$ cat config.mk
export PLATFORM = sky130hd
export DESIGN_NAME = ssl_lamp_driver
export DESIGN_NICKNAME = d
export VERILOG_FILES = /design/src/logic/ssl_pkg.sv /design/src/logic/ssl_lamp_driver.sv
export VERILOG_INCLUDE_DIRS = /design/src /design/src/logic
export SDC_FILE = /design/constraint.sdc
export NUM_CORES = 1
export LEC_CHECK = 0
export ABC_AREA = 1
export BUFFER_PORTS_ARGS = -buffer_cell sky130_fd_sc_hd__buf_2
export CORE_ASPECT_RATIO = 1.25
export CORE_MARGIN = 2
export CORE_UTILIZATION = 60
export CTS_CLUSTER_SIZE = 10
export DETAILED_ROUTE_END_ITERATION = 6
export GPL_ROUTABILITY_DRIVEN = 0
export PLACE_DENSITY = 0.81
export SETUP_SLACK_MARGIN = 0.4
export SYNTH_ARGS = -nofsm -noshare
export SYNTH_HDL_FRONTEND = slang
export SYNTH_SLANG_ARGS = --single-unit
$ cat constraint.sdc
create_clock -name clk -period 1.79 [get_ports clk]
set_input_delay 0.179 -clock clk [delete_from_list [all_inputs] [get_ports clk]]
set_output_delay 0.179 -clock clk [all_outputs]
set_load 0.1 [all_outputs]
$ cat src/logic/ssl_regs.svh
// Timing counts and encodings for the status lamp driver.
`ifndef SSL_REGS_SVH
`define SSL_REGS_SVH
`define SSL_CLK_MHZ 100
`define SSL_BOOT_MS 20000
`define SSL_BOOT_CYCLES (`SSL_BOOT_MS * 1000 * `SSL_CLK_MHZ)
`define SSL_FLASH_MS 50
`define SSL_FLASH_CYCLES (`SSL_FLASH_MS * 1000 * `SSL_CLK_MHZ)
`define SSL_SPEED_10 2'h0
`define SSL_SPEED_100 2'h1
`define SSL_SPEED_1000 2'h2
`define SSL_LEVEL_W 8
`endif

$ cat src/logic/ssl_pkg.sv
// Types shared by the status lamp driver.
package ssl_pkg;
  typedef logic [1:0] ssl_speed_t;
  typedef logic [7:0] ssl_level_t;
  typedef enum logic [1:0] {SSL_BOOTING = 2'h1, SSL_RUNNING = 2'h2} ssl_boot_t;
endpackage

$ cat src/logic/ssl_lamp_driver.sv
// Front-panel status lamp driver for a subscriber or backhaul slave radio unit.
// Behaviour
// - Operating mode shows registration and traffic status.
// - Aiming mode lamps show received signal strength.
// - Three lamps form bar graph in aiming.
// - Lock lamp follows sync in operating mode.
// - Registration lamp follows session in operating mode.
// - Traffic lamp flashes on Ethernet activity always.
// - Wired lamp lit on link, speed colour.
// - Supply lamp steady within boot interval, stays.
`timescale 1ns/1ps
`include "ssl_regs.svh"
module ssl_lamp_driver #(
  parameter int unsigned BOOT_CYCLES = `SSL_BOOT_CYCLES, // Boot interval in cycles.
  parameter int unsigned FLASH_CYCLES = `SSL_FLASH_CYCLES // Half period of traffic flash.
) (
  input wire logic clk, // System clock, 100 MHz.
  input wire logic reset_n, // Asynchronous reset, active low.
  input wire logic aimingMode, // High selects aiming mode.
  input wire logic syncLocked, // Unit synchronised to its master.
  input wire logic sessionActive, // Unit holds an active session.
  input wire logic ethActivity, // Ethernet data is moving.
  input wire logic ethLinkUp, // Ethernet link is up.
  input wire ssl_pkg::ssl_speed_t ethSpeed, // Link speed code.
  input wire logic singleColour, // High for a green-only wired lamp.
  input wire ssl_pkg::ssl_level_t rxLevel, // Received signal quality.
  input wire ssl_pkg::ssl_level_t thresh1, // Level for first segment.
  input wire ssl_pkg::ssl_level_t thresh2, // Level for second segment.
  input wire ssl_pkg::ssl_level_t thresh3, // Level for third segment.
  output logic supplyLamp, // Supply lamp drive.
  output logic lockLamp, // Lock lamp, bar segment one.
  output logic registrationLamp, // Registration lamp, bar segment two.
  output logic thirdLamp, // Bar segment three, dark in operating mode.
  output logic trafficLamp, // Traffic lamp drive.
  output logic wireRed, // Wired-link lamp red element.
  output logic wireGreen, // Wired-link lamp green element.
  output logic passTraffic // High when the unit may register and pass traffic.
);
  import ssl_pkg::*;

  ////////////////////////////////////////////////////////////////////////////
  // Supply lamp: lit once the boot interval has run out.
  logic [31:0] bootCnt_q;
  ssl_boot_t bootState_q;
  always_ff @(posedge clk or negedge reset_n) begin
    if (!reset_n) begin
      bootCnt_q <= 32'h0;
      bootState_q <= SSL_BOOTING;
      supplyLamp <= 1'b0;
    end else begin
      unique case (bootState_q)
        SSL_BOOTING: begin
          bootCnt_q <= bootCnt_q + 32'h1;
          if (bootCnt_q >= BOOT_CYCLES - 1) begin
            bootState_q <= SSL_RUNNING;
            supplyLamp <= 1'b1;
          end
        end
        SSL_RUNNING: begin
          supplyLamp <= 1'b1;
        end
        default: begin
          bootState_q <= SSL_BOOTING;
        end
      endcase
    end
  end

  ////////////////////////////////////////////////////////////////////////////
  // Bar graph levels; each segment is compared against its own threshold.
  // The thresholds are inputs because the alignment boundaries are left to firmware.
  wire ssl_level_t segThresh [3];
  wire [2:0] bar;
  assign segThresh[0] = thresh1;
  assign segThresh[1] = thresh2;
  assign segThresh[2] = thresh3;
  // thermometer code
  // A segment is gated by the one below, so a badly ordered threshold set
  // still shows a solid bar rather than gaps that would confuse an installer.
  for (genvar g = 0; g < 3; g++) begin : gen_seg
    if (g == 0) begin : gen_first
      assign bar[g] = rxLevel >= segThresh[g];
    end else begin : gen_upper
      assign bar[g] = bar[g - 1] && (rxLevel >= segThresh[g]);
    end
  end

  // Mode mux for the three shared lamps.
  // Aiming drops passTraffic so the radio neither registers nor forwards while aimed.
  // mode selected meaning
  always_ff @(posedge clk or negedge reset_n) begin
    if (!reset_n) begin
      lockLamp <= 1'b0;
      registrationLamp <= 1'b0;
      thirdLamp <= 1'b0;
      passTraffic <= 1'b0;
    end else if (aimingMode) begin
      lockLamp <= bar[0];
      registrationLamp <= bar[1];
      thirdLamp <= bar[2];
      passTraffic <= 1'b0;
    end else begin
      lockLamp <= syncLocked;
      registrationLamp <= sessionActive;
      thirdLamp <= 1'b0;
      passTraffic <= 1'b1;
    end
  end

  ////////////////////////////////////////////////////////////////////////////
  // Traffic flash; the rate carries no meaning so a free-running toggle is enough.
  logic [31:0] flashCnt_q;
  logic flashPhase_q;
  always_ff @(posedge clk or negedge reset_n) begin
    if (!reset_n) begin
      flashCnt_q <= 32'h0;
      flashPhase_q <= 1'b0;
      trafficLamp <= 1'b0;
    end else begin
      if (flashCnt_q >= FLASH_CYCLES - 1) begin
        flashCnt_q <= 32'h0;
        flashPhase_q <= ~flashPhase_q;
      end else begin
        flashCnt_q <= flashCnt_q + 32'h1;
      end
      trafficLamp <= ethActivity && flashPhase_q;
    end
  end

  // Wired-link lamp colour; orange is both elements lit.
  // speed colour
  always_ff @(posedge clk or negedge reset_n) begin
    if (!reset_n) begin
      wireRed <= 1'b0;
      wireGreen <= 1'b0;
    end else if (!ethLinkUp) begin
      wireRed <= 1'b0;
      wireGreen <= 1'b0;
    end else if (singleColour) begin
      wireRed <= 1'b0;
      wireGreen <= 1'b1;
    end else begin
      wireRed <= (ethSpeed == `SSL_SPEED_10) || (ethSpeed == `SSL_SPEED_1000);
      wireGreen <= (ethSpeed != `SSL_SPEED_10);
    end
  end

  ////////////////////////////////////////////////////////////////////////////
  // Checks.
  // Helper counters for the checks below; they only watch inputs and outputs.
  logic [31:0] upCycles_q;
  logic [31:0] darkRun_q;
  logic [31:0] litRun_q;
  // Cycles since reset, held at its ceiling so a long run cannot wrap it.
  always_ff @(posedge clk or negedge reset_n) begin
    if (!reset_n) begin
      upCycles_q <= 32'h0;
    end else if (upCycles_q != 32'hFFFFFFFF) begin
      upCycles_q <= upCycles_q + 32'h1;
    end
  end
  // Lengths of the current dark stretch while data moves and of the current lit stretch.
  always_ff @(posedge clk or negedge reset_n) begin
    if (!reset_n) begin
      darkRun_q <= 32'h0;
      litRun_q <= 32'h0;
    end else begin
      darkRun_q <= (ethActivity && !trafficLamp) ? darkRun_q + 32'h1 : 32'h0;
      litRun_q <= trafficLamp ? litRun_q + 32'h1 : 32'h0;
    end
  end

  // Operating-mode lamp meanings; lock and registration lamps follow their flags one cycle late, third lamp dark.
  a_lock_follow: assert property (@(posedge clk) disable iff (!reset_n)
    !aimingMode |=> lockLamp == $past(syncLocked)) else $error("lock lamp wrong");
  a_reg_follow: assert property (@(posedge clk) disable iff (!reset_n)
    !aimingMode |=> registrationLamp == $past(sessionActive)) else $error("registration lamp wrong");
  a_op_pass: assert property (@(posedge clk) disable iff (!reset_n)
    !aimingMode |=> passTraffic && !thirdLamp) else $error("operating mode wrong");

  // Aiming-mode bar graph; traffic is held off while the installer aims.
  a_aim_block: assert property (@(posedge clk) disable iff (!reset_n)
    aimingMode |=> !passTraffic) else $error("traffic passed in aiming");
  a_bar_thermo: assert property (@(posedge clk) disable iff (!reset_n)
    aimingMode |=> (!thirdLamp || registrationLamp) && (!registrationLamp || lockLamp)) else $error("bar not thermometer");
  a_bar_level: assert property (@(posedge clk) disable iff (!reset_n)
    aimingMode |=> lockLamp == ($past(rxLevel) >= $past(thresh1))) else $error("bar segment wrong");
  a_bar_top: assert property (@(posedge clk) disable iff (!reset_n)
    aimingMode |=> thirdLamp == ($past(rxLevel) >= $past(thresh1) && $past(rxLevel) >= $past(thresh2)
      && $past(rxLevel) >= $past(thresh3))) else $error("top segment wrong");

  // Traffic lamp: dark when idle, and neither stuck dark nor stuck lit while data moves.
  a_traffic_dark: assert property (@(posedge clk) disable iff (!reset_n)
    !ethActivity |=> !trafficLamp) else $error("traffic lamp lit idle");
  a_flash_lights: assert property (@(posedge clk) disable iff (!reset_n)
    darkRun_q <= FLASH_CYCLES + 1) else $error("traffic lamp stuck dark");
  a_flash_blinks: assert property (@(posedge clk) disable iff (!reset_n)
    litRun_q <= FLASH_CYCLES) else $error("traffic lamp stuck lit");

  // Wired-link lamp colour for each speed, and for the green-only lamp.
  a_wire_colour: assert property (@(posedge clk) disable iff (!reset_n)
    ethLinkUp && !singleColour && ethSpeed == `SSL_SPEED_100 |=> wireGreen && !wireRed)
    else $error("wire colour wrong");
  a_wire_red: assert property (@(posedge clk) disable iff (!reset_n)
    ethLinkUp && !singleColour && ethSpeed == `SSL_SPEED_10 |=> wireRed && !wireGreen)
    else $error("wire red wrong");
  a_wire_orange: assert property (@(posedge clk) disable iff (!reset_n)
    ethLinkUp && !singleColour && ethSpeed == `SSL_SPEED_1000 |=> wireRed && wireGreen)
    else $error("wire orange wrong");
  a_wire_single: assert property (@(posedge clk) disable iff (!reset_n)
    ethLinkUp && singleColour |=> wireGreen && !wireRed) else $error("single colour lamp wrong");
  a_wire_off: assert property (@(posedge clk) disable iff (!reset_n)
    !ethLinkUp |=> !wireGreen && !wireRed) else $error("wire lamp lit without link");

  // Supply lamp: lit by the end of the boot interval and never dropped after.
  a_supply_stay: assert property (@(posedge clk) disable iff (!reset_n)
    supplyLamp |=> supplyLamp) else $error("supply lamp dropped");
  a_supply_late: assert property (@(posedge clk) disable iff (!reset_n)
    upCycles_q >= BOOT_CYCLES |-> supplyLamp) else $error("supply lamp late");

  // Scenarios that the bench is expected to reach.
  c_aim_full: cover property (@(posedge clk) disable iff (!reset_n) thirdLamp);
  c_supply_on: cover property (@(posedge clk) disable iff (!reset_n) $rose(supplyLamp));
  c_flash: cover property (@(posedge clk) disable iff (!reset_n) $rose(trafficLamp));
  c_orange: cover property (@(posedge clk) disable iff (!reset_n) wireRed && wireGreen);
  c_aim_flash: cover property (@(posedge clk) disable iff (!reset_n) aimingMode && trafficLamp);
endmodule // ssl_lamp_driver

# After elaboration in Yosys (flattened, before gate mapping)
# Index checks and enable logic that the tools add are counted.
[op_classes]
muxes = 13
addsub = 2
n_lt_le_gt_ge = 5
eq_ne = 4
bitwise = 2
reduce_logical = 9
[ops]
columns = ["cell", "n"]
rows = [
  ["$add 32x1->32 const B", 2],
  ["$ge 32x23->1 const B", 1],
  ["$ge 32x31->1 const B", 1],
  ["$mux 32", 1],
  ["$ge 8x8->1", 3],
  ["$mux 1", 9],
  ["$eq 2x2->1 const B", 2],
  ["$pmux 2 s2", 1],
  ["$reduce_and 2->1", 2],
  ["$reduce_bool 2->1", 2],
  ["$logic_and 1x1->1", 3],
  ["$eq 2x1->1 const B", 1],
  ["$logic_not 2->1", 1],
  ["$mux 2", 1],
  ["$ne 2x2->1 const B", 1],
  ["$not 1->1", 2],
  ["$pmux 1 s2", 1],
  ["$logic_or 1x1->1", 1],
]
[word_totals]
register_bits = 75
wordCells = 47
inputBits = 42
out_inout_bits = 8

# Logic depth before layout (Yosys ltp)
# Gate-level depths: netlist (run 1).
[logic_depth]
depth_word = 4
mapped_depth = 10

# Least setup slack after synthesis (run 1)
# OpenSTA, ideal clock, no wires.
[synth_path]
kind = "register to register"
from = "register flashCnt_q[0]"
to = "register flashCnt_q[15]"
slack_ps = 373
t_arrival_ps = 1299
stages_incl_launch_ff = 10
synth_period_minus_slack_ps = 1417
required_time_ps = 1671
path_cell_list = "dfrtp_1 -> ha_1 -> nand3_2 -> o21ai_1 -> nand3_1 -> nand2_1 -> nand2_1 -> nand2_2 -> buf_6 -> nor2_2"
[synth_via]
elab_chain_cells = 2
[synth_rtl]
columns = ["item", "line_no", "rtl"]
rows = [
  ["start, declared", "ssl_lamp_driver.sv:112", "logic [31:0] flashCnt_q;"],
  ["start signal, assigned", "ssl_lamp_driver.sv:124", "flashCnt_q <= flashCnt_q + 32'h1;"],
  ["$add 32x1->32 or $ge 32x23->1 (tied branches)", "ssl_lamp_driver.sv:124, ssl_lamp_driver.sv:120", ""],
  ["$mux 32 (*)", "ssl_lamp_driver.sv:120", "if (flashCnt_q >= FLASH_CYCLES - 1) begin"],
]
# Every way passes the cells marked *; elsewhere a longest branch is shown, timed or not.
# A chain may end at the register's enable or synchronous reset.

# Worst setup path after layout (run 1)
[layout_path]
from = "register bootCnt_q[0]"
to = "register bootCnt_q[18]"
[layout_via]
elab_chain_cells = 1
[layout_rtl]
columns = ["item", "line_no", "rtl"]
rows = [
  ["start, declared", "ssl_lamp_driver.sv:43", "logic [31:0] bootCnt_q;"],
  ["start signal, assigned", "ssl_lamp_driver.sv:53", "bootCnt_q <= bootCnt_q + 32'h1;"],
  ["$add 32x1->32", "ssl_lamp_driver.sv:53", ""],
]
# No other way between the ends.

==> impl_metrics.prom, run 1 <==
# TYPE chip_impl_metric gauge
chip_impl_metric{name="ys_ff_latch",unit=""} 75
chip_impl_metric{name="final-seq-area",unit="mm2"} 0.00190
chip_impl_metric{name="async_flop_share",unit="%"} 100
chip_impl_metric{name="synth_top_area_share",unit="%"} 38.7
chip_impl_metric{name="die_area",unit="mm2"} 0.00872
chip_impl_metric{name="postSynthAreaPerCell",unit="um2"} 7.50
chip_impl_metric{name="routed-wl-met3",unit="um"} 780
chip_impl_metric{name="tritoncts.num_buffers",unit=""} 9
chip_impl_metric{name="layout.filler_cells",unit=""} 457
chip_impl_metric{name="dp_hpwl",unit="um"} 7910
chip_impl_metric{name="top_level_ports",unit=""} 50
chip_impl_metric{name="met2RoutedLength",unit="um"} 7320
chip_impl_info{name="tritoncts",value="done"} 1
chip_impl_metric{name="fraction_of_layout_instances_using_a_drive_strength_above_1",unit="%"} 34.3
chip_impl_metric{name="ant_nets",unit=""} 0
chip_impl_metric{name="vias_in_the_first_global_route",unit=""} 4273
chip_impl_metric{name="num_antenna_cells",unit=""} 0
chip_impl_metric{name="fmax",unit="MHz"} 608
chip_impl_info{name="top_layer_used",value="met4"} 1
chip_impl_metric{name="synth_warnings",unit=""} 0
chip_impl_info{name="criticalPathCategory",value="reg2reg"} 1
chip_impl_metric{name="worst_hold_path.num_cells",unit=""} 3
chip_impl_metric{name="final-setup-viol-count",unit=""} 0
chip_impl_metric{name="post_dp_cell_area",unit="mm2"} 0.00524
chip_impl_info{name="largest_cells_by_area_after_synthesis",value="dfrtp_1 39%, nand2_1 15%, ha_1 6.8%"} 1
chip_impl_metric{name="drt_iter0_markers",unit=""} 346
chip_impl_metric{name="initial_utilization",unit="%"} 61.5
chip_impl_metric{name="tritoncts_num_sinks",unit=""} 75
chip_impl_metric{name="worstSkewPairLatency",unit="ns"} 0.36
chip_impl_metric{name="die_height",unit="um"} 104
chip_impl_info{name="endpoint_kind",value="flop"} 1
chip_impl_info{name="yosys.area.top_type",value="dfrtp_1"} 1
chip_impl_info{name="worst_hold_path_type",value="in2reg"} 1
chip_impl_metric{name="drt-vias-per-instance",unit=""} 5.54
chip_impl_metric{name="hold_viol",unit=""} 0
chip_impl_metric{name="area_of_the_multi_input_gates",unit="mm2"} 0.00304
chip_impl_metric{name="power_leakage",unit="nW"} 2.97
chip_impl_metric{name="timing.critical_path.arrival",unit="ns"} 1.88
chip_impl_metric{name="seq_area_frac_synth",unit="%"} 39.2
chip_impl_metric{name="avgRoutedWirePerCell",unit="um"} 15.9
chip_impl_info{name="grt_setup_unrepaired",value="true"} 1
chip_impl_metric{name="cellPowerDensity",unit="mW/mm2"} 531
chip_impl_metric{name="slew_viol_final",unit=""} 0
chip_impl_metric{name="core",unit="mm2"} 0.00779
chip_impl_info{name="synth-main-ff-cell",value="dfrtp_1"} 1
chip_impl_metric{name="max_cap_viol_count",unit=""} 0
chip_impl_metric{name="grt_overflow_total",unit=""} 0
chip_impl_metric{name="groute.usage.overall",unit="%"} 25.7
chip_impl_metric{name="clk_pin_slew_worst_paths",unit="ns"} 0.10
chip_impl_metric{name="floorplan.die.width",unit="um"} 83.9
chip_impl_metric{name="final_period_minus_worst_setup_slack",unit="ns"} 1.64
chip_impl_metric{name="drt_pass1_iterations",unit=""} 5
chip_impl_metric{name="min_period_over_period",unit="%"} 91.9
chip_impl_metric{name="r2r.worst_path.cells",unit=""} 8
chip_impl_info{name="worst_setup_path_start_kind",value="flop"} 1
chip_impl_metric{name="fin_hold_ws",unit="ns"} 0.0118
chip_impl_metric{name="numPortBuffers",unit=""} 49
chip_impl_metric{name="finish.instance_area",unit="mm2"} 0.00624
chip_impl_metric{name="detailroute.via_count",unit=""} 4675
chip_impl_info{name="clock_tree.root_cell",value="clkbuf_8"} 1
chip_impl_metric{name="synth_unique_cells",unit=""} 37
chip_impl_metric{name="number_of_enable_flip_flop_cells_after_synthesis",unit=""} 0
chip_impl_metric{name="pin_count_of_the_biggest_net_entering_global_routing",unit=""} 48
chip_impl_metric{name="peakVddDrop",unit="V"} 0.000487
chip_impl_metric{name="cell_area_synth",unit="mm2"} 0.00479
chip_impl_metric{name="m1WireLength",unit="um"} 4830
chip_impl_metric{name="finish.net_count",unit=""} 812
chip_impl_metric{name="cts_max_level",unit=""} 3
chip_impl_metric{name="netlist_instances",unit=""} 639
chip_impl_metric{name="grt_pass1_wl",unit="um"} 18600
chip_impl_metric{name="cts_max_path_buffers",unit=""} 2
chip_impl_metric{name="floorplan.rows",unit=""} 36
chip_impl_metric{name="syn2layout_area_growth",unit="%"} 30.3
chip_impl_metric{name="slack_of_the_critical_path",unit="ns"} 0.146
chip_impl_metric{name="required",unit="ns"} 2.03
chip_impl_metric{name="drt-total-wl",unit="um"} 13400
chip_impl_metric{name="grt_antenna_before_repair",unit=""} 0
chip_impl_metric{name="pre_cts_ws",unit="ns"} 0.169
chip_impl_info{name="outcome",value="finished, final reports clean"} 1
chip_impl_metric{name="final.setup_skew",unit="ns"} 0.0159
chip_impl_metric{name="detail_route.drc_violations",unit=""} 0
chip_impl_metric{name="critPathMaxFanout",unit=""} 3
chip_impl_metric{name="setup_tns",unit="ns"} 0
## what timing repair did
action	CTS	global route
resized for setup	22	127
hold buffers	3	0
setup buffers	11	19
hold endpoints to repair	28	0
cloned	0	2
pin swaps	3	32
endpoints found under the setup margin	49	49
## critical path, stage by stage (launching register included)
cell     delay, ns
dfrtp_1       0.44
ha_4          0.20
nand3_4       0.11
buf_12        0.17
nor2_4        0.12
nand2_4       0.10
nor2_4        0.13
nand3_1       0.10
xor2_1        0.16
## state kept, by name (all words and copies together), names as in the netlist
register and count:
flashPhase_q 1, supplyLamp 1, wireRed 1, bootCnt_q 32, flashCnt_q 32, registrationLamp 1, trafficLamp 1, passTraffic 1
lockLamp 1, bootState_q 2, thirdLamp 1, wireGreen 1
## worst paths after layout
kind | from | endpoint | slack [ns]
hold / removal | ethActivity | trafficLamp | 0.01
hold reg to reg | flashPhase_q | trafficLamp | 0.52
min in group asynchronous | reset_n | flashCnt_q[19] | 0.28
max in group asynchronous | reset_n | bootCnt_q[14] | 0.92
setup reg to reg | bootCnt_q[0] | bootCnt_q[18] | 0.15
setup / recovery | bootCnt_q[0] | bootCnt_q[18] | 0.15
## area by class of cell
type,instances,share of cell area (%)
Multi-Input combinational cell,480,48.6
Sequential cell,75,30.4
Timing Repair Buffer,90,10.8
Inverter,88,5.35
Clock buffer,9,1.98
Tap cell,95,1.90
Clock inverter,7,0.922
## metal layers
metal / vias to the layer above / GRT usage (%)
met5: - / 0
met3: 59 / 4.29
met1: 2236 / 30.6
met4: 0 / 8.76
li1: 2183 / -
met2: 197 / 46.6
## through the flow
stage,util [%],std cells,power (mW)
after floorplan,-,647,1.94
after global routing,80.1,844,3.42
final,80.1,844,3.31
after detailed placement,67.3,793,2.07
after CTS,72.2,823,3.29
after global placement,67.3,793,2.06
## layout by cell type, fill, tap and decap left out, types with 9 or more instances in the layout
cell type | Yosys | routed
a21oi_1 | 12 | 12
buf_2 | 1 | 48
buf_4 | 0 | 26
clkbuf_8 | 0 | 9
conb_1 | 1 | 9
dfrtp_1 | 74 | 58
dfrtp_2 | 0 | 16
ha_1 | 26 | 24
inv_1 | 85 | 81
nand2_1 | 191 | 162
nand2_2 | 11 | 33
nand3_1 | 24 | 21
nand4_1 | 11 | 11
nor2_1 | 75 | 42
nor2_2 | 31 | 34
nor2_4 | 3 | 33
nor3_1 | 14 | 12
xnor2_1 | 10 | 10
xor2_1 | 24 | 23
## synth_stat cells, drive strengths merged (3+ instances only)
| cell type | number |
|---|---|
| a21oi | 13 |
| buf | 3 |
| dfrtp | 74 |
| ha | 26 |
| inv | 87 |
| nand2 | 202 |
| nand3 | 26 |
| nand3b | 5 |
| nand4 | 13 |
| nor2 | 109 |
| nor3 | 21 |
| o21ai | 14 |
| xnor2 | 10 |
| xor2 | 24 |
## report_power, final
part           total [mW]  switching (mW)  internal (mW)
combinational       0.328           0.218          0.109
sequential           1.72         0.00664           1.71
clock                1.26           0.738          0.525
## cell families (layout without fill, tap and decap cells)
group / count (synthesis) / after routing / synth area share [%]
buffers and inverters: 92 / 194 / 7.55
XOR/XNOR: 34 / 34 / 6.22
adder cells (fa/ha/maj): 26 / 26 / 6.79
flip-flops: 75 / 75 / 39.2
AO/OA/AOI/OAI: 30 / 30 / 3.45
other: 1 / 9 / 0.0783
AND/OR/NAND/NOR: 381 / 381 / 36.7
Note: power is estimated with default switching activity, not from simulation.
==> run 2: changes to the inputs <==
--- a/config.mk
+++ b/config.mk
@@ -14,7 +14,8 @@
 export CTS_CLUSTER_SIZE = 10
 export DETAILED_ROUTE_END_ITERATION = 6
 export GPL_ROUTABILITY_DRIVEN = 0
-export PLACE_DENSITY = 0.81
+export HOLD_SLACK_MARGIN = 0.02
+export PLACE_DENSITY_LB_ADDON = 0.12
 export SETUP_SLACK_MARGIN = 0.4
 export SYNTH_ARGS = -nofsm -noshare
 export SYNTH_HDL_FRONTEND = slang
==> impl_metrics.prom, run 2 (synthesized netlist as in run 1, its figures left out) <==
# TYPE chip_impl_metric gauge
chip_impl_info{name="final_common_cell",value="nand2_1"} 1
chip_impl_metric{name="required",unit="ns"} 2.08
chip_impl_metric{name="worstSkewPairLatency",unit="ns"} 0.37
chip_impl_metric{name="setup_tns",unit="ns"} 0
chip_impl_metric{name="drt_iter0_markers",unit=""} 239
chip_impl_info{name="worst_hold_path_type",value="in2reg"} 1
chip_impl_info{name="layout_common_cells",value="164 x nand2_1, 78 x inv_1, 57 x dfrtp_1"} 1
chip_impl_metric{name="tritoncts.num_buffers",unit=""} 9
chip_impl_metric{name="numPortBuffers",unit=""} 49
chip_impl_metric{name="final.setup_skew",unit="ns"} 0.0147
chip_impl_metric{name="hold_viol",unit=""} 0
chip_impl_metric{name="final-setup-viol-count",unit=""} 0
chip_impl_metric{name="drt-total-wl",unit="um"} 13100
chip_impl_metric{name="tritoncts_num_sinks",unit=""} 75
chip_impl_metric{name="pin_count_of_the_biggest_net_entering_global_routing",unit=""} 36
chip_impl_metric{name="ant_nets",unit=""} 0
chip_impl_metric{name="fmax",unit="MHz"} 646
chip_impl_metric{name="final_period_minus_worst_setup_slack",unit="ns"} 1.55
chip_impl_metric{name="finish.instance_area",unit="mm2"} 0.00626
chip_impl_metric{name="cellPowerDensity",unit="mW/mm2"} 539
chip_impl_metric{name="slew_viol_final",unit=""} 0
chip_impl_info{name="endpoint_kind",value="flop"} 1
chip_impl_info{name="critical_path.endpoint",value="bootCnt_q[11]"} 1
chip_impl_info{name="tritoncts",value="done"} 1
chip_impl_metric{name="initial_utilization",unit="%"} 61.5
chip_impl_metric{name="die_height",unit="um"} 104
chip_impl_metric{name="finish.utilization",unit="%"} 80.3
chip_impl_metric{name="grt_antenna_before_repair",unit=""} 0
chip_impl_info{name="biggestRegsByFlops",value="bootCnt_q x32, flashCnt_q x32, bootState_q x2"} 1
chip_impl_metric{name="cts_max_level",unit=""} 3
chip_impl_metric{name="peakVddDrop",unit="V"} 0.000591
chip_impl_metric{name="r2r.worst_path.cells",unit=""} 5
chip_impl_metric{name="setup.reg_to_reg.worst_slack",unit="ns"} 0.24
chip_impl_metric{name="top_level_ports",unit=""} 50
chip_impl_metric{name="max_cap_viol_count",unit=""} 0
chip_impl_info{name="cp-startpoint",value="bootState_q[0]"} 1
chip_impl_info{name="criticalPathCategory",value="reg2reg"} 1
chip_impl_metric{name="power_leakage",unit="nW"} 3.00
chip_impl_metric{name="grt_pass1_wl",unit="um"} 19300
chip_impl_metric{name="grt_overflow_total",unit=""} 0
chip_impl_metric{name="num_antenna_cells",unit=""} 0
chip_impl_metric{name="detailroute.via_count",unit=""} 4667
chip_impl_metric{name="dp_hpwl",unit="um"} 8070
chip_impl_metric{name="core",unit="mm2"} 0.00779
chip_impl_info{name="r2r-end",value="bootCnt_q[11]"} 1
chip_impl_metric{name="syn2layout_area_growth",unit="%"} 30.6
chip_impl_metric{name="detail_route.drc_violations",unit=""} 0
chip_impl_metric{name="timing.critical_path.arrival",unit="ns"} 1.84
chip_impl_metric{name="drt_pass1_iterations",unit=""} 5
chip_impl_info{name="critical_path.reg2reg.startpoint",value="bootState_q[0]"} 1
chip_impl_metric{name="finish.net_count",unit=""} 828
chip_impl_metric{name="fraction_of_layout_instances_using_a_drive_strength_above_1",unit="%"} 34.9
chip_impl_info{name="worst_setup_path_start_kind",value="flop"} 1
chip_impl_metric{name="clk_pin_slew_worst_paths",unit="ns"} 0.10
chip_impl_metric{name="drt-vias-per-instance",unit=""} 5.43
chip_impl_metric{name="post_dp_cell_area",unit="mm2"} 0.00526
chip_impl_metric{name="cts_max_path_buffers",unit=""} 2
chip_impl_metric{name="vias_in_the_first_global_route",unit=""} 4443
chip_impl_info{name="grt_setup_unrepaired",value="true"} 1
chip_impl_metric{name="groute.usage.overall",unit="%"} 26.9
chip_impl_metric{name="die_area",unit="mm2"} 0.00872
chip_impl_metric{name="floorplan.rows",unit=""} 36
chip_impl_metric{name="min_period_over_period",unit="%"} 86.5
chip_impl_info{name="outcome",value="finished, final reports clean"} 1
chip_impl_metric{name="floorplan.die.width",unit="um"} 83.9
chip_impl_metric{name="avgRoutedWirePerCell",unit="um"} 15.2
chip_impl_info{name="clock_tree.root_cell",value="clkbuf_8"} 1
chip_impl_metric{name="critPathMaxFanout",unit=""} 6
run 2: changes by cell type in the layout (fill, tap and decap cells not counted), sizes merged:
cell / previous run / this run
buf: 85 / 100
dlygate4sd3: 3 / 5
clkbuf: 11 / 10
clkinv: 2 / 3
clkinvlp: 2 / 1
run 2: final cells by class:
cell class	instances	area, um2
Clock inverter	7	70.1
Fill cell	490	1540
Sequential cell	75	1900
Clock buffer	9	124
Timing Repair Buffer	106	754
Tap cell	95	119
Inverter	88	333
Multi-Input combinational cell	480	2960
run 2: power by group:
group | internal [mW] | switching, mW
combinational | 0.112 | 0.217
clock | 0.542 | 0.779
sequential | 1.71 | 0.00855
run 2: metal layers:
layer	up-vias	GRT usage [%]	share of wire, %
met1	2243	32.0	38
met3	45	4.37	4.5
met5	-	0	0
met2	164	47.4	54
met4	0	11.8	3.8
li1	2215	-	-
run 2: through the flow:
step	setup WS (ns)	instances	power (mW)	hold slack, ns
6_report	0.242	860	3.37	0.0231
5_1_grt	0.124	860	3.48	0.0317
4_1_cts	0.308	835	3.37	0.0210
3_5_place_dp	0.249	794	2.07	0.163
3_3_place_gp	0.279	794	2.06	0.161
2_1_floorplan	0.395	647	1.94	-0.117
run 2: worst min-delay path by stage:
stage / start / end / slack [ns] / cells past startpoint
2_1_floorplan: reset_n / bootCnt_q[0] / -0.12 / 0
3_3_place_gp: reset_n / flashCnt_q[13] / 0.16 / 1
3_5_place_dp: reset_n / flashCnt_q[13] / 0.16 / 1
4_1_cts: syncLocked / lockLamp / 0.02 / 3
5_1_grt: ethLinkUp / wireGreen / 0.03 / 3
6_report: syncLocked / lockLamp / 0.02 / 3
run 2: what timing repair did:
item	4_1_cts	5_1_grt
gates cloned	0	1
gates resized for setup	26	101
pin swaps	11	32
setup buffers	20	24
setup endpoints to repair	49	49
hold endpoints to repair	35	0
hold buffers	5	0
run 2: critical path: stages (launching register included):
cell and delay (ns):
dfstp_2 0.59, nand2_8 0.09, nor3_4 0.25, nand4_2 0.16, nor2_2 0.18, xor2_1 0.19
==> run 3: changes to the inputs <==
--- a/config.mk
+++ b/config.mk
@@ -6,15 +6,16 @@
 export SDC_FILE = /design/constraint.sdc
 export NUM_CORES = 1
 export LEC_CHECK = 0
-export ABC_AREA = 1
+export ABC_AREA = 0
 export BUFFER_PORTS_ARGS = -buffer_cell sky130_fd_sc_hd__buf_2
 export CORE_ASPECT_RATIO = 1.25
 export CORE_MARGIN = 2
-export CORE_UTILIZATION = 60
+export CORE_UTILIZATION = 62
 export CTS_CLUSTER_SIZE = 10
 export DETAILED_ROUTE_END_ITERATION = 6
 export GPL_ROUTABILITY_DRIVEN = 0
 export HOLD_SLACK_MARGIN = 0.02
+export MAX_ROUTING_LAYER = met4
 export PLACE_DENSITY_LB_ADDON = 0.12
 export SETUP_SLACK_MARGIN = 0.4
 export SYNTH_ARGS = -nofsm -noshare
==> constraint.sdc (replaced) <==
create_clock -name clk -period 1.9 [get_ports clk]
set_input_delay 0.19 -clock clk [delete_from_list [all_inputs] [get_ports clk]]
set_output_delay 0.19 -clock clk [all_outputs]
set_load 0.1 [all_outputs]
==> impl_metrics.prom, run 3 <==
# TYPE chip_impl_metric gauge
chip_impl_info{name="outcome",value="finished, final reports clean"} 1
chip_impl_metric{name="power_leakage",unit="nW"} 2.43
chip_impl_metric{name="seqPwrFrac",unit="%"} 51.3
chip_impl_metric{name="final-setup-viol-count",unit=""} 0
chip_impl_metric{name="finish.net_count",unit=""} 547
chip_impl_metric{name="dp_hpwl",unit="um"} 5340
chip_impl_metric{name="fmax",unit="MHz"} 546
chip_impl_metric{name="cts_max_level",unit=""} 3
chip_impl_info{name="endpoint_kind",value="flop"} 1
chip_impl_info{name="biggestRegsByFlops",value="bootCnt_q x32, flashCnt_q x32, bootState_q x2"} 1
chip_impl_metric{name="required",unit="ns"} 2.15
chip_impl_metric{name="fraction_of_layout_instances_using_a_drive_strength_above_1",unit="%"} 38.4
chip_impl_metric{name="worstSkewPairLatency",unit="ns"} 0.36
chip_impl_metric{name="avgRoutedWirePerCell",unit="um"} 16.6
chip_impl_metric{name="pin_count_of_the_biggest_net_entering_global_routing",unit=""} 28
chip_impl_metric{name="synth_warnings",unit=""} 0
chip_impl_metric{name="power_report.internal_total",unit="mW"} 2.36
chip_impl_metric{name="finish.utilization",unit="%"} 85.2
chip_impl_metric{name="drt_iter0_markers",unit=""} 153
chip_impl_metric{name="critPathMaxFanout",unit=""} 5
chip_impl_metric{name="post_dp_cell_area",unit="mm2"} 0.00435
chip_impl_metric{name="combPwrFrac",unit="%"} 9.0
chip_impl_metric{name="tritoncts.num_buffers",unit=""} 9
chip_impl_metric{name="area_of_the_multi_input_gates",unit="mm2"} 0.00220
chip_impl_info{name="layout_common_cells",value="64 x dfrtp_1, 49 x buf_2, 32 x buf_4"} 1
chip_impl_info{name="synth_top_cells_by_count",value="74 x dfrtp_1, 36 x nor2_1, 30 x xnor2_1"} 1
chip_impl_info{name="synthMostInstantiatedCell",value="dfrtp_1"} 1
chip_impl_metric{name="layout.filler_cells",unit=""} 321
chip_impl_metric{name="timing.critical_path.arrival",unit="ns"} 2.08
chip_impl_info{name="worst_hold_path_type",value="in2reg"} 1
chip_impl_metric{name="cellPowerDensity",unit="mW/mm2"} 610
chip_impl_metric{name="num_antenna_cells",unit=""} 0
chip_impl_metric{name="finish.instance_area",unit="mm2"} 0.00518
chip_impl_metric{name="async_flop_share",unit="%"} 100
chip_impl_metric{name="grt_overflow_total",unit=""} 0
chip_impl_metric{name="max_cap_viol_count",unit=""} 0
chip_impl_metric{name="max_slew_margin",unit="%"} 60.8
chip_impl_metric{name="vias_in_the_first_global_route",unit=""} 3216
chip_impl_info{name="grt_setup_unrepaired",value="true"} 1
chip_impl_info{name="yosys.area.top_type",value="dfrtp_1"} 1
chip_impl_metric{name="pre_cts_ws",unit="ns"} 0.0451
chip_impl_metric{name="clock_power_share",unit="%"} 39.6
chip_impl_info{name="criticalPathCategory",value="reg2reg"} 1
chip_impl_info{name="tritoncts",value="done"} 1
chip_impl_metric{name="post-place-cells",unit=""} 517
chip_impl_metric{name="detailroute.via_count",unit=""} 3155
chip_impl_metric{name="fin_hold_ws",unit="ns"} 0.0433
chip_impl_metric{name="final.setup_skew",unit="ns"} 0.0112
chip_impl_metric{name="power_switching_share",unit="%"} 25.4
chip_impl_metric{name="min_period_over_period",unit="%"} 96.4
chip_impl_metric{name="net-switching-power",unit="mW"} 0.802
chip_impl_metric{name="peakVddDrop",unit="V"} 0.000619
chip_impl_metric{name="seq_area_frac_synth",unit="%"} 49.0
chip_impl_metric{name="slew_viol_final",unit=""} 0
chip_impl_metric{name="numPortBuffers",unit=""} 49
chip_impl_metric{name="top_level_ports",unit=""} 50
chip_impl_metric{name="floorplan.die.width",unit="um"} 74.3
chip_impl_metric{name="drt-total-wl",unit="um"} 9440
chip_impl_metric{name="drt_pass1_iterations",unit=""} 5
chip_impl_info{name="largest_cells_by_area_after_synthesis",value="dfrtp_1 48%, ha_1 8.5%, xnor2_1 6.9%"} 1
chip_impl_info{name="final_common_cell",value="dfrtp_1"} 1
chip_impl_metric{name="slack_of_the_critical_path",unit="ns"} 0.0690
chip_impl_metric{name="netlist_instances",unit=""} 366
chip_impl_metric{name="number_of_enable_flip_flop_cells_after_synthesis",unit=""} 0
chip_impl_metric{name="ys_ff_latch",unit=""} 75
chip_impl_metric{name="cell_area_synth",unit="mm2"} 0.00383
chip_impl_metric{name="initial_utilization",unit="%"} 63.0
chip_impl_metric{name="die_height",unit="um"} 91.9
chip_impl_metric{name="global_route.usage.met2",unit="%"} 47.8
chip_impl_metric{name="grt_pass1_wl",unit="um"} 14300
chip_impl_metric{name="tightestPinTransition",unit="ns"} 0.588
chip_impl_info{name="clock_tree.root_cell",value="clkbuf_8"} 1
chip_impl_metric{name="detail_route.drc_violations",unit=""} 0
chip_impl_metric{name="drt-vias-per-instance",unit=""} 5.54
chip_impl_info{name="worst_setup_path_start_kind",value="flop"} 1
chip_impl_metric{name="die_area",unit="mm2"} 0.00683
chip_impl_metric{name="synth_unique_cells",unit=""} 51
chip_impl_metric{name="cts_max_path_buffers",unit=""} 2
chip_impl_metric{name="syn2layout_area_growth",unit="%"} 35.2
chip_impl_metric{name="final-instance-count-excl-fill",unit=""} 569
chip_impl_metric{name="ant_nets",unit=""} 0
chip_impl_metric{name="floorplan.rows",unit=""} 32
chip_impl_metric{name="final-seq-area",unit="mm2"} 0.00189
chip_impl_metric{name="postSynthAreaPerCell",unit="um2"} 10.5
chip_impl_metric{name="power",unit="mW"} 3.16
chip_impl_metric{name="core",unit="mm2"} 0.00609
chip_impl_metric{name="synth_top_area_share",unit="%"} 48.3
chip_impl_metric{name="use_met1",unit="%"} 30.9
chip_impl_metric{name="hold_viol",unit=""} 0
chip_impl_metric{name="setup_tns",unit="ns"} 0
chip_impl_metric{name="groute.usage.overall",unit="%"} 28.1
chip_impl_info{name="synth-main-ff-cell",value="dfrtp_1"} 1
chip_impl_metric{name="met3_track_demand_over_resource",unit="%"} 5.82
chip_impl_metric{name="tritoncts_num_sinks",unit=""} 75
chip_impl_metric{name="grt_antenna_before_repair",unit=""} 0
chip_impl_metric{name="clk_pin_slew_worst_paths",unit="ns"} 0.08
chip_impl_info{name="grt.busiest_layer",value="met2"} 1
chip_impl_metric{name="final_period_minus_worst_setup_slack",unit="ns"} 1.83
run 3: cell types whose count changed after synthesis, sizes merged, moves of 6 or more:
cell	before	now
xnor2	10	31
inv	87	29
nand2	202	27
and3	1	8
and4	0	6
nor2	109	36
nor3	21	10
run 3: cells by family (layout without fill, tap and decap cells):
family	Yosys count	after routing	synth area share, %
and+or+nand+nor	142	142	20.4
other	1	9	0.0978
DFF	75	75	49.0
buffers and inverters	32	142	3.23
xor gates and xnor gates	53	53	12.3
adders and majority gates	26	26	8.49
AOI/OAI and AO/OA	37	37	6.46
run 3: final timing paths:
| check | from | to | slack, ns | cells past startpoint |
|---|---|---|---|---|
| worst max-delay path | bootState_q[0] | bootCnt_q[30] | 0.07 | 5 |
| worst min-delay path | sessionActive | registrationLamp | 0.04 | 2 |
| worst max register to register | bootState_q[0] | bootCnt_q[30] | 0.07 | 5 |
| worst min register to register | flashPhase_q | flashPhase_q | 0.48 | 1 |
| max in group asynchronous | reset_n | bootState_q[0] | 0.90 | 3 |
| min in group asynchronous | reset_n | bootCnt_q[6] | 0.36 | 2 |
run 3: routing by layer:
layer	share of wire (%)	wire, um
met1	37	3470
met2	55	5210
met3	3.8	359
met4	4.1	388
met5	0	0
run 3: power by group through the flow:
stage,clock (mW),sequential (mW),combinational (mW)
2_1_floorplan,0,1.72,0.0895
3_3_place_gp,0,1.65,0.274
3_5_place_dp,0,1.65,0.283
4_1_cts,1.25,1.62,0.289
5_1_grt,1.34,1.62,0.323
6_report,1.25,1.62,0.286
run 3: what timing repair did:
| action | CTS | global route |
|---|---|---|
| hold buffers | 3 | 0 |
| resized for setup | 37 | 55 |
| pin swaps | 25 | 22 |
| hold endpoints to repair | 23 | 0 |
| cloned | 1 | 0 |
| setup buffers | 22 | 10 |
| endpoints found under the setup margin | 42 | 50 |
run 3: critical path, cell delays in order, from the launching register on:
cell and delay, ns:
dfstp_2 0.60, and4b_1 0.26, nand4_1 0.29, nor2_4 0.29, nand4_1 0.15, xnor2_1 0.15
run 3: final cells by class:
type	count	area share (%)
well taps	85	2.05
inverters	29	2.10
clock inverters	6	1.23
multi-input cells	267	42.4
clock buffers	10	2.66
repair buffers	97	13.1
flip-flops and latches	75	36.5
